===== src/hdl/trim_sync_pkg.sv =====
// constants shared by the trim/sync register bank and its controller
// assumes one 100 MHz clock domain for both ends
package trim_sync_pkg;
    // ****************************************
    // register addresses (4-bit link address)
    // ****************************************
    localparam logic [3:0] ADDR_RESERVED_NINE = 4'h9;
    localparam logic [3:0] ADDR_Q_OFFSET = 4'ha;
    localparam logic [3:0] ADDR_Q_FULL_SCALE = 4'hb;
    localparam logic [3:0] ADDR_COARSE_DELAY = 4'hc;
    localparam logic [3:0] ADDR_FINE_FILTER = 4'hd;
    localparam logic [3:0] ADDR_SYNC_CTRL = 4'he;
    // ****************************************
    // power-on values
    // ****************************************
    localparam logic [15:0] RST_RESERVED_NINE = 16'h0000;
    localparam logic [15:0] RST_Q_OFFSET = 16'h0000;
    localparam logic [15:0] RST_Q_FULL_SCALE = 16'h4000;
    localparam logic [15:0] RST_COARSE_DELAY = 16'h0004;
    localparam logic [15:0] RST_FINE_FILTER = 16'h0000;
    localparam logic [15:0] RST_SYNC_CTRL = 16'h0003;
    // ****************************************
    // writable-bit masks (reserved bits clear)
    // ****************************************
    localparam logic [15:0] MASK_RESERVED_NINE = 16'h0000;
    localparam logic [15:0] MASK_Q_OFFSET = 16'h1fff;
    localparam logic [15:0] MASK_Q_FULL_SCALE = 16'h7fff;
    localparam logic [15:0] MASK_COARSE_DELAY = 16'hfffc;
    localparam logic [15:0] MASK_FINE_FILTER = 16'hfdff;
    localparam logic [15:0] MASK_SYNC_CTRL = 16'hffdf;
    // ****************************************
    // field positions
    // ****************************************
    localparam int OFS_SIGN_BIT = 12;
    localparam int COARSE_LSB = 4;
    localparam int ADJ_SELECT_BIT = 3;
    localparam int DUTY_CORRECT_BIT = 2;
    localparam int FINE_LSB = 10;
    localparam int ADJ_FILTER_BIT = 8;
    localparam int REF_DELAY_LSB = 6;
    localparam int PHASE_LSB = 3;
    localparam int FOLLOWER_BIT = 2;
    localparam int REF_OUT_DIS_BIT = 1;
    localparam int DATA_RST_DIS_BIT = 0;
    // ****************************************
    // code limits
    // ****************************************
    localparam logic [14:0] FULL_SCALE_MID = 15'h4000;
    localparam logic [11:0] COARSE_MAX = 12'h97f;
    localparam logic [9:0] REF_DELAY_MAX = 10'h27f;
    // ****************************************
    // controller registers on AXI4-Lite
    // ****************************************
    localparam logic [3:0] AXI_CMD = 4'h0;
    localparam logic [3:0] AXI_STATUS = 4'h4;
    localparam int CMD_ADDR_LSB = 16;
    localparam int CMD_WRITE_BIT = 24;
    localparam int STATUS_BUSY_BIT = 16;
    localparam logic [1:0] RESP_OKAY = 2'h0;
    localparam logic [1:0] RESP_SLVERR = 2'h2;
endpackage : trim_sync_pkg


===== src/hdl/trim_sync_if.sv =====
// register link between the controller end and the device end
// assumes both ends share clk; req is held until ack
`timescale 1ns/1ns
`default_nettype none
interface trim_sync_if (
    input wire logic clk
);
    logic req;
    logic write;
    logic [3:0] addr;
    logic [15:0] wdata;
    logic [15:0] rdata;
    logic ack;
    modport device (input req, write, addr, wdata, output rdata, ack);
    modport host (output req, write, addr, wdata, input rdata, ack);
endinterface : trim_sync_if
`default_nettype wire


===== src/hdl/trim_sync_device.sv =====
// trim and multi-chip sync register bank of the converter
// assumes a controller on trim_sync_if holding req until ack; pins are asynchronous
//
// Behaviour
// - offset sign 1 makes offset negative
// - offset magnitude is 12-bit straight binary
// - host writes zero to offset reserved bits
// - full-scale 15-bit, default mid code 16384
// - codes above mid only in extended mode
// - coarse delay saturates from code 2432
// - delays apply only when adjust selected
// - duty stabilizer follows duty_cycle_correct bit
// - fine delay adds 0..63 on coarse
// - combined select enables adjust and filter
// - tank frequency is thermometer coded
// - reference delay saturates at code 639
// - phase select picks 0/90/180/270 degrees
// - follower syncs divider to reference input
// - ref outputs carry quarter-rate clock when enabled
// - data-clock reset honoured only when enabled
// - host keeps sync reserved bit zero
// - host writes zero to reserved nine
//
// The AXI4-Lite register port was left to the implementer.
`timescale 1ns/1ns
`default_nettype none
module trim_sync_device (
    input wire logic clk,
    input wire logic nrst,
    trim_sync_if.device link,
    input wire logic extControlMode,
    input wire logic syncRefInput,
    input wire logic dataClockResetInput,
    output logic signed [12:0] offsetValue,
    output logic [14:0] fullScaleCode,
    output logic [11:0] coarseDelay,
    output logic [5:0] fineDelay,
    output logic dutyCycleCorrect,
    output logic jitterFilterOn,
    output logic [7:0] tankCenterFreq,
    output logic [9:0] refClockDelay,
    output logic [1:0] refPhaseSelect,
    output logic followerMode,
    output logic refClockOutA,
    output logic refClockOutB,
    output logic dataClockReset,
    output logic quarterClock
);
    import trim_sync_pkg::*;

    // ****************************************
    // register storage
    // ****************************************
    logic [15:0] resNine_ff;
    logic [15:0] qOffset_ff;
    logic [15:0] qFullScale_ff;
    logic [15:0] coarse_ff;
    logic [15:0] fineFilter_ff;
    logic [15:0] syncCtrl_ff;
    logic ack_ff;
    logic [15:0] rdata_ff;

    wire logic take = link.req && !ack_ff;
    wire logic wrEn = take && link.write;
    // reserved bits are masked on store, so reads show them as zero
    wire logic [15:0] wMasked9 = link.wdata & MASK_RESERVED_NINE;
    wire logic [15:0] wMaskedA = link.wdata & MASK_Q_OFFSET;
    wire logic [15:0] wMaskedB = link.wdata & MASK_Q_FULL_SCALE;
    wire logic [15:0] wMaskedC = link.wdata & MASK_COARSE_DELAY;
    wire logic [15:0] wMaskedD = link.wdata & MASK_FINE_FILTER;
    wire logic [15:0] wMaskedE = link.wdata & MASK_SYNC_CTRL;

    wire logic [15:0] readMux =
        (link.addr == ADDR_RESERVED_NINE) ? resNine_ff :
        (link.addr == ADDR_Q_OFFSET) ? qOffset_ff :
        (link.addr == ADDR_Q_FULL_SCALE) ? qFullScale_ff :
        (link.addr == ADDR_COARSE_DELAY) ? coarse_ff :
        (link.addr == ADDR_FINE_FILTER) ? fineFilter_ff :
        (link.addr == ADDR_SYNC_CTRL) ? syncCtrl_ff : 16'h0000;

    always_ff @(posedge clk or negedge nrst) begin
        if (!nrst) begin
            resNine_ff <= RST_RESERVED_NINE;
            qOffset_ff <= RST_Q_OFFSET;
            qFullScale_ff <= RST_Q_FULL_SCALE;
            coarse_ff <= RST_COARSE_DELAY;
            fineFilter_ff <= RST_FINE_FILTER;
            syncCtrl_ff <= RST_SYNC_CTRL;
        end else if (wrEn) begin
            case (link.addr)
                ADDR_RESERVED_NINE: resNine_ff <= wMasked9;
                ADDR_Q_OFFSET: qOffset_ff <= wMaskedA;
                ADDR_Q_FULL_SCALE: qFullScale_ff <= wMaskedB;
                ADDR_COARSE_DELAY: coarse_ff <= wMaskedC;
                ADDR_FINE_FILTER: fineFilter_ff <= wMaskedD;
                ADDR_SYNC_CTRL: syncCtrl_ff <= wMaskedE;
                default: ;
            endcase
        end
    end

    always_ff @(posedge clk or negedge nrst) begin
        if (!nrst) begin
            ack_ff <= 1'b0;
            rdata_ff <= 16'h0000;
        end else begin
            ack_ff <= take;
            rdata_ff <= take ? readMux : rdata_ff;
        end
    end
    assign link.ack = ack_ff;
    assign link.rdata = rdata_ff;

    // ****************************************
    // pin synchronisers
    // ****************************************
    logic [1:0] extSync_ff;
    logic [1:0] refSync_ff;
    logic [1:0] dclkSync_ff;
    logic refPrev_ff;
    always_ff @(posedge clk or negedge nrst) begin
        if (!nrst) begin
            extSync_ff <= 2'h0;
            refSync_ff <= 2'h0;
            dclkSync_ff <= 2'h0;
            refPrev_ff <= 1'b0;
        end else begin
            extSync_ff <= {extSync_ff[0], extControlMode};
            refSync_ff <= {refSync_ff[0], syncRefInput};
            dclkSync_ff <= {dclkSync_ff[0], dataClockResetInput};
            refPrev_ff <= refSync_ff[1];
        end
    end
    wire logic extMode = extSync_ff[1];
    wire logic refRise = refSync_ff[1] && !refPrev_ff;

    // ****************************************
    // decoded controls
    // ****************************************
    wire logic [11:0] offMag = qOffset_ff[11:0];
    wire logic offNeg = qOffset_ff[OFS_SIGN_BIT];
    wire logic signed [12:0] offPos = $signed({1'b0, offMag});
    wire logic signed [12:0] nxt_offset = offNeg ? -offPos : offPos;
    wire logic [14:0] fsRaw = qFullScale_ff[14:0];
    // outside extended mode the range tops out at the nominal mid code
    wire logic [14:0] nxt_fullScale =
        (!extMode && fsRaw > FULL_SCALE_MID) ? FULL_SCALE_MID : fsRaw;
    wire logic filterSel = fineFilter_ff[ADJ_FILTER_BIT];
    wire logic adjOn = filterSel || coarse_ff[ADJ_SELECT_BIT];
    wire logic [11:0] coarseRaw = coarse_ff[15:COARSE_LSB];
    wire logic [11:0] coarseSat = (coarseRaw > COARSE_MAX) ? COARSE_MAX : coarseRaw;
    wire logic [11:0] nxt_coarse = adjOn ? coarseSat : 12'h000;
    wire logic [5:0] nxt_fine = adjOn ? fineFilter_ff[15:FINE_LSB] : 6'h00;
    wire logic [9:0] refRaw = syncCtrl_ff[15:REF_DELAY_LSB];
    wire logic [9:0] nxt_refDelay = (refRaw > REF_DELAY_MAX) ? REF_DELAY_MAX : refRaw;
    wire logic follower = syncCtrl_ff[FOLLOWER_BIT];
    wire logic refOutOn = !syncCtrl_ff[REF_OUT_DIS_BIT];
    wire logic dataRstOn = !syncCtrl_ff[DATA_RST_DIS_BIT];

    // ****************************************
    // quarter-rate divider
    // ****************************************
    logic [1:0] div_ff;
    // a follower restarts its divider on each rising reference edge so all chips align
    wire logic [1:0] nxt_div = (follower && refRise) ? 2'h0 : div_ff + 2'h1;
    always_ff @(posedge clk or negedge nrst) begin
        if (!nrst) begin
            div_ff <= 2'h0;
        end else begin
            div_ff <= nxt_div;
        end
    end

    // ****************************************
    // registered outputs
    // ****************************************
    always_ff @(posedge clk or negedge nrst) begin
        if (!nrst) begin
            offsetValue <= 13'sh0;
            fullScaleCode <= RST_Q_FULL_SCALE[14:0];
            coarseDelay <= 12'h000;
            fineDelay <= 6'h00;
            dutyCycleCorrect <= RST_COARSE_DELAY[DUTY_CORRECT_BIT];
            jitterFilterOn <= 1'b0;
            tankCenterFreq <= 8'h00;
            refClockDelay <= 10'h000;
            refPhaseSelect <= 2'h0;
            followerMode <= 1'b0;
            refClockOutA <= 1'b0;
            refClockOutB <= 1'b0;
            dataClockReset <= 1'b0;
            quarterClock <= 1'b0;
        end else begin
            offsetValue <= nxt_offset;
            fullScaleCode <= nxt_fullScale;
            coarseDelay <= nxt_coarse;
            fineDelay <= nxt_fine;
            dutyCycleCorrect <= coarse_ff[DUTY_CORRECT_BIT];
            jitterFilterOn <= filterSel;
            tankCenterFreq <= fineFilter_ff[7:0];
            refClockDelay <= nxt_refDelay;
            refPhaseSelect <= syncCtrl_ff[PHASE_LSB +: 2];
            followerMode <= follower;
            refClockOutA <= refOutOn && div_ff[1];
            refClockOutB <= refOutOn && div_ff[1];
            dataClockReset <= dataRstOn && dclkSync_ff[1];
            quarterClock <= div_ff[1];
        end
    end
endmodule : trim_sync_device
`default_nettype wire


===== src/flat_wrapper.sv =====
// flat-port wrapper written by rule: the top's interface ports become plain ports
module trim_sync_device_flat import trim_sync_pkg::*;
  (clk, nrst, extControlMode, syncRefInput, dataClockResetInput, offsetValue, fullScaleCode, coarseDelay, fineDelay, dutyCycleCorrect, jitterFilterOn, tankCenterFreq, refClockDelay, refPhaseSelect, followerMode, refClockOutA, refClockOutB, dataClockReset, quarterClock, link_req, link_write, link_addr, link_wdata, link_rdata, link_ack);
  trim_sync_if link_i (.clk(clk));
  input wire logic clk;
  input wire logic nrst;
  input wire logic extControlMode;
  input wire logic syncRefInput;
  input wire logic dataClockResetInput;
  output logic signed [12:0] offsetValue;
  output logic [14:0] fullScaleCode;
  output logic [11:0] coarseDelay;
  output logic [5:0] fineDelay;
  output logic dutyCycleCorrect;
  output logic jitterFilterOn;
  output logic [7:0] tankCenterFreq;
  output logic [9:0] refClockDelay;
  output logic [1:0] refPhaseSelect;
  output logic followerMode;
  output logic refClockOutA;
  output logic refClockOutB;
  output logic dataClockReset;
  output logic quarterClock;
  input wire logic [$bits(link_i.req)-1:0] link_req;
  input wire logic [$bits(link_i.write)-1:0] link_write;
  input wire logic [$bits(link_i.addr)-1:0] link_addr;
  input wire logic [$bits(link_i.wdata)-1:0] link_wdata;
  output wire logic [$bits(link_i.rdata)-1:0] link_rdata;
  output wire logic [$bits(link_i.ack)-1:0] link_ack;
  assign link_i.req = link_req;
  assign link_i.write = link_write;
  assign link_i.addr = link_addr;
  assign link_i.wdata = link_wdata;
  assign link_rdata = link_i.rdata;
  assign link_ack = link_i.ack;
  trim_sync_device u_core (.clk(clk), .nrst(nrst), .link(link_i), .extControlMode(extControlMode), .syncRefInput(syncRefInput), .dataClockResetInput(dataClockResetInput), .offsetValue(offsetValue), .fullScaleCode(fullScaleCode), .coarseDelay(coarseDelay), .fineDelay(fineDelay), .dutyCycleCorrect(dutyCycleCorrect), .jitterFilterOn(jitterFilterOn), .tankCenterFreq(tankCenterFreq), .refClockDelay(refClockDelay), .refPhaseSelect(refPhaseSelect), .followerMode(followerMode), .refClockOutA(refClockOutA), .refClockOutB(refClockOutB), .dataClockReset(dataClockReset), .quarterClock(quarterClock));
endmodule

===== config.mk =====
export PLATFORM = sky130hd
export DESIGN_NAME = trim_sync_device_flat
export DESIGN_NICKNAME = d
export VERILOG_FILES = /design/src/hdl/trim_sync_pkg.sv /design/src/hdl/trim_sync_if.sv /design/src/hdl/trim_sync_device.sv /design/src/flat_wrapper.sv
export SDC_FILE = /design/constraint.sdc
export NUM_CORES = 1
export LEC_CHECK = 0
export ABC_CLOCK_PERIOD_IN_PS = 3900
export BUFFER_PORTS_ARGS = -buffer_cell sky130_fd_sc_hd__buf_2
export CAP_MARGIN = 30
export CORE_ASPECT_RATIO = 0.6
export CORE_MARGIN = 3
export CORE_UTILIZATION = 45
export DETAILED_ROUTE_END_ITERATION = 8
export HOLD_SLACK_MARGIN = 0.06
export PLACE_DENSITY_LB_ADDON = 0.1
export REMOVE_ABC_BUFFERS = 1
export SYNTH_ARGS = -nofsm -noshare
export SYNTH_HDL_FRONTEND = slang
export SYNTH_SLANG_ARGS = --single-unit

===== constraint.sdc =====
create_clock -name clk -period 3.9 [get_ports clk]
set_input_delay 0.78 -clock clk [delete_from_list [all_inputs] [get_ports clk]]
set_output_delay 0.78 -clock clk [all_outputs]
set_load 0.02 [all_outputs]

=== Word-level counts from Yosys, hierarchy flattened ===
Index checks and enable logic that the tools add are counted.

* Input port bits: 27
* Output and inout bits: 90
* Bits in registers: 170
* Word-level logic and storage cells: 67

* Reduce and logical (&&, ||, !) cells: 18
* Add/subtract/negate cells: 2
* Eq/ne operators: 6
* Mux-type cells: 13
* Order comparisons: 3

{| class="wikitable"
|+ Operators by type and width
! kind !! number
|-
| $mux 16 || 6
|-
| $eq 4x4->1 const B || 6
|-
| $mux 12 || 2
|-
| $gt 15x15->1 const B || 1
|-
| $mux 15 || 1
|-
| $mux 13 || 1
|-
| $neg 12->13 || 1
|-
| $gt 12x12->1 const B || 1
|-
| $gt 10x10->1 const B || 1
|-
| $mux 10 || 1
|-
| $reduce_and 2->1 || 5
|-
| $logic_and 1x1->1 || 7
|-
| $mux 6 || 1
|-
| $logic_not 1->1 || 5
|-
| $add 2x1->2 const B || 1
|-
| $mux 2 || 1
|-
| $logic_or 1x1->1 || 1
|}

=== Logic depth before layout (Yosys ltp) ===
* Word-level depth: 7
* Depth in mapped cells: 7
* Mapped depth without buffers: 5

=== Worst setup path after synthesis ===
No wires, ideal clock.

* Path type: input port to flip-flop
* From: input link_req
* To: register u_core.qFullScale_ff[10]
* Stages on the path: 7
* Required time: 3775 ps
* Path buffers: 2
* Arrival: 1966 ps
* Path slack: 1809 ps
* Library setup time: 125 ps
* Cell sequence: nand2b_1 -> buf_4 -> clkinv_2 -> nand2_1 -> nor3_4 -> buf_6 -> mux2_2

* Word-level cells in the longest chain between the ends: 3

{| class="wikitable"
|+ RTL lines
! what !! RTL line !! RTL
|-
| start, declared || flat_wrapper.sv:24 || <nowiki>input wire logic [$bits(link_i.req)-1:0] link_req;</nowiki>
|-
| $logic_and 1x1->1 || trim_sync_device.sv:63 || <nowiki>wire logic take = link.req && !ack_ff;</nowiki>
|-
| net u_core.take || trim_sync_device.sv:63 ||
|-
| $logic_and 1x1->1 || trim_sync_device.sv:64 || <nowiki>wire logic wrEn = take && link.write;</nowiki>
|-
| $reduce_and 2->1 (no source line) || - ||
|-
| end signal, assigned || trim_sync_device.sv:93 || <nowiki>ADDR_Q_FULL_SCALE: qFullScale_ff <= wMaskedB;</nowiki>
|-
| end, declared || trim_sync_device.sv:56 || <nowiki>logic [15:0] qFullScale_ff;</nowiki>
|}

The timed path passes the listed nets, and every way through them passes these cells.
A chain may end at the register's enable or synchronous reset.

=== Final worst setup path ===
* From: input link_addr[1]
* To: register u_core.qOffset_ff[4]

* Word-level cells in the longest chain between the ends: 2

{| class="wikitable"
|+ RTL lines
! what !! RTL line !! RTL
|-
| start, declared || flat_wrapper.sv:26 || <nowiki>input wire logic [$bits(link_i.addr)-1:0] link_addr;</nowiki>
|-
| $eq 4x4->1 || trim_sync_device.sv:90 || <nowiki>case (link.addr)</nowiki>
|-
| $reduce_and 2->1 (no source line) || - ||
|-
| end signal, assigned || trim_sync_device.sv:92 || <nowiki>ADDR_Q_OFFSET: qOffset_ff <= wMaskedA;</nowiki>
|-
| end, declared || trim_sync_device.sv:55 || <nowiki>logic [15:0] qOffset_ff;</nowiki>
|}

Every way passes these cells.

==> flow_summary.yaml <==
yosys:
  syn_inst: 500
  netlist_top_cells_area: "dfrtp_1 61%, mux2_2 12%, nand2b_1 2.4%"
  synth-async-reset-ratio: 1.00
  postSynthRegisterBits: 170
  synth_edf_count: 0
  cell_taking_the_most_area_after_synthesis: "dfrtp_1"
  synth-seq-area-share: 0.638
  synthesis.area_per_instance_um2: 13.4
  yosysWarningCount: 0
  post_synth_instance_area_mm2: 0.00668
  synth.most_common_cell: "dfrtp_1"
  synth_top_cells_by_count: "164 x dfrtp_1, 71 x mux2_2, 37 x nor2_1"
  synth_top_area_frac: 0.615
  yosys_most_used_dff: "dfrtp_1"
  yosysUniqueCellTypes: 50
global_route:
  wire_length_of_the_first_global_routing_pass_um: 26400
  grt_start_max_net_pins: 76
  grt_overflow_total: 0
  gr-usage-all-layers: 0.215
  initial_antenna_violation_count: 0
  grt_pass1_vias: 4500
clock_network:
  cts.sink_count: 170
  cts_setup_buffers: 0
  root_buffer: "clkbuf_16"
  cts_hold_buffers: 0
  ctsHtreeMaxLevel: 4
  cts_repair_resize_count: 0
  cts_tree: "yes"
  clock_insertion_delay_worst_skew_ns: 0.41
  tritoncts.num_buffers: 17
  clkSlewWorstSetupHoldPaths_ns: 0.07
  clk_path_buf_depth: 2
finish:
  num-nets-final: 644
  multi_input_area_mm2: 0.00226
  ff_latch_area_mm2: 0.00426
  fillCellCount: 1191
  final_core_util: 0.569
  areaGrowthSynthToFinish_pct: 19.9
  n_diodes: 0
  share_of_cells_above_drive_strength_1: 0.385
  final_area_mm2: 0.00801
critical_path:
  timing.reg2reg.setup_slack_ns: 1.51
  terminus_of_the_critical_flop_to_flop_path: "u_core.qFullScale_ff[2]"
  r2r.worst_path.cells: 6
  path_max_fanout: 26
  regToRegStartpoint: "u_core.link.ack"
  worst_ep_arrival_time_ns: 2.91
  crit_end: "u_core.qOffset_ff[4]"
  setup.worst_path.start: "link_addr[1]"
  critical_path.max_stage_delay_ns: 0.77
  path_cells: "buf_2 > nand4bb_1 > nor2_2 > mux2_2"
  worst_path_max_delay_cell: "nor2_2"
  cp-end-kind: "flip-flop"
  critical_path.startpoint_type: "input pin"
  crit_type: "input pin to flip-flop"
  cp_data_required_time_ns: 4.19
timing:
  report.final.slew_viol_count: 0
  final.setup_skew_ns: 0.00652
  final_hold_viol_count: 0
  tns_ns: 0
  fin_crit_ns: 2.61
  timing.slew.headroom: 0.349
  layout_worst_path_cycle_share: 0.670
  finalSetupViolCount: 0
  rsz0062_at_grt: "no"
  achievable-frequency_mhz: 383
  slew_at_the_pin_with_the_worst_max_slew_slack_ns: 0.974
floorplan:
  rows: 33
  fp.dieW_um: 163
  floorplan.core_area_mm2: 0.0141
  initial_core_utilization: 0.474
  chipHeight_um: 100
  boundaryPins: 117
  total_die_area_mm2: 0.0164
drt:
  top_layer_used: "met4"
  wirelength_met1_um: 8040
  routed_wire_length_per_instance_um: 20.5
  wl_met3_um: 1340
  wirelength_um: 16900
  postRouteAntennaNets: 0
  firstDrtPassIters: 5
  drt_first_iter_violations: 420
  routed-via-count: 4447
  dr_wl_met2_um: 7310
  drcViolationCount: 0
  vias_per_cell: 5.42
power:
  power.static_leakage_uw: 0.00394
  power_per_standard_cell_area_mw_per_mm2: 610
  max-vdd-ir-drop_mv: 0.268
place:
  place_area_mm2: 0.00742
  numPortBuffers: 116
  globalplace.congestion: 0.823
  placed_wire_length_estimate_um: 11800
status:
  status: "finished, final reports clean"
min_path:
  hold_removal_path_class: "input pin to async pin"
run:
  cap_viol_max_count: 0
==> cell families (layout without fill, tap and decap cells) <==
group                      after synthesis  count (layout)  share of synthesized area
buffers and inverters                   29             158                     0.0227
DFF                                    170             170                      0.638
adders and majority gates                1               1                    0.00187
muxes                                   73              73                      0.123
and+or+nand+nor                        137             137                      0.116
AOI/OAI and AO/OA                       79              79                     0.0839
xor gates and xnor gates                11              11                     0.0144
==> how the worst min path moves through the flow <==
stage / to / slack [ns] / cells past startpoint
final: u_core.dclkSync_ff[0] / 0.34 / 1
after global routing: u_core.extSync_ff[1] / 0.37 / 0
after CTS: u_core.dclkSync_ff[0] / 0.36 / 1
after detailed placement: u_core.refSync_ff[1] / 0.34 / 0
after global placement: u_core.extSync_ff[1] / 0.34 / 0
after floorplan: u_core.dclkSync_ff[1] / 0.33 / 0
==> state kept, by name (all words and copies together), names as in the netlist, 8 cells and up <==
name                   flops
u_core.syncCtrl_ff        15
u_core.coarse_ff          14
u_core.link.rdata         16
u_core.offsetValue        13
u_core.coarseDelay        12
u_core.fullScaleCode      15
u_core.tankCenterFreq      8
u_core.qOffset_ff         13
u_core.refClockDelay      10
u_core.fineFilter_ff      15
u_core.qFullScale_ff      15
==> cell type report <==
| cell class | instances | area share |
|---|---|---|
| Tap cell | 192 | 0.0300 |
| Sequential cell | 170 | 0.532 |
| Clock inverter | 13 | 0.0178 |
| Timing Repair Buffer | 121 | 0.0795 |
| Multi-Input combinational cell | 301 | 0.283 |
| Clock buffer | 19 | 0.0553 |
| Inverter | 5 | 0.00250 |
==> cell usage in the layout (no fill, tap or decap), drive strengths merged, types with 8 or more instances in the layout <==
cell,n
nor2b,15
o31ai,17
a22o,9
nand2b,26
and2,15
buf,121
xnor2,11
inv,8
mux2,73
clkbuf,19
dfrtp,164
o21ai,14
nand2,22
a21oi,8
nor2,39
==> critical path: cells and delay by family <==
family / cells / cell delay [ns]
mux: 1 / 0.41
buf+inv: 1 / 0.40
simple gates: 2 / 1.30
==> power breakdown <==
group | switching, uW | internal [uW] | total, uW
clock | 705 | 968 | 1670
sequential | 211 | 2070 | 2280
combinational | 558 | 372 | 930
total | 1470 | 3410 | 4880
==> per-stage QoR <==
step	power, uW	hold slack (ns)	instances	setup WS, ns
CTS	4920	0.359	821	1.36
floorplan	2820	0.331	476	1.56
global placement	3220	0.335	788	1.01
detailed placement	3240	0.337	789	0.904
global route	5110	0.368	821	1.19
finish	4880	0.338	821	1.29
==> layer usage <==
layer | track usage | up-vias
met5 | 0 | -
met4 | 0.0507 | 0
met3 | 0.0474 | 18
met2 | 0.312 | 196
met1 | 0.331 | 2246
li1 | - | 1987
(Power assumes the default switching activity.)
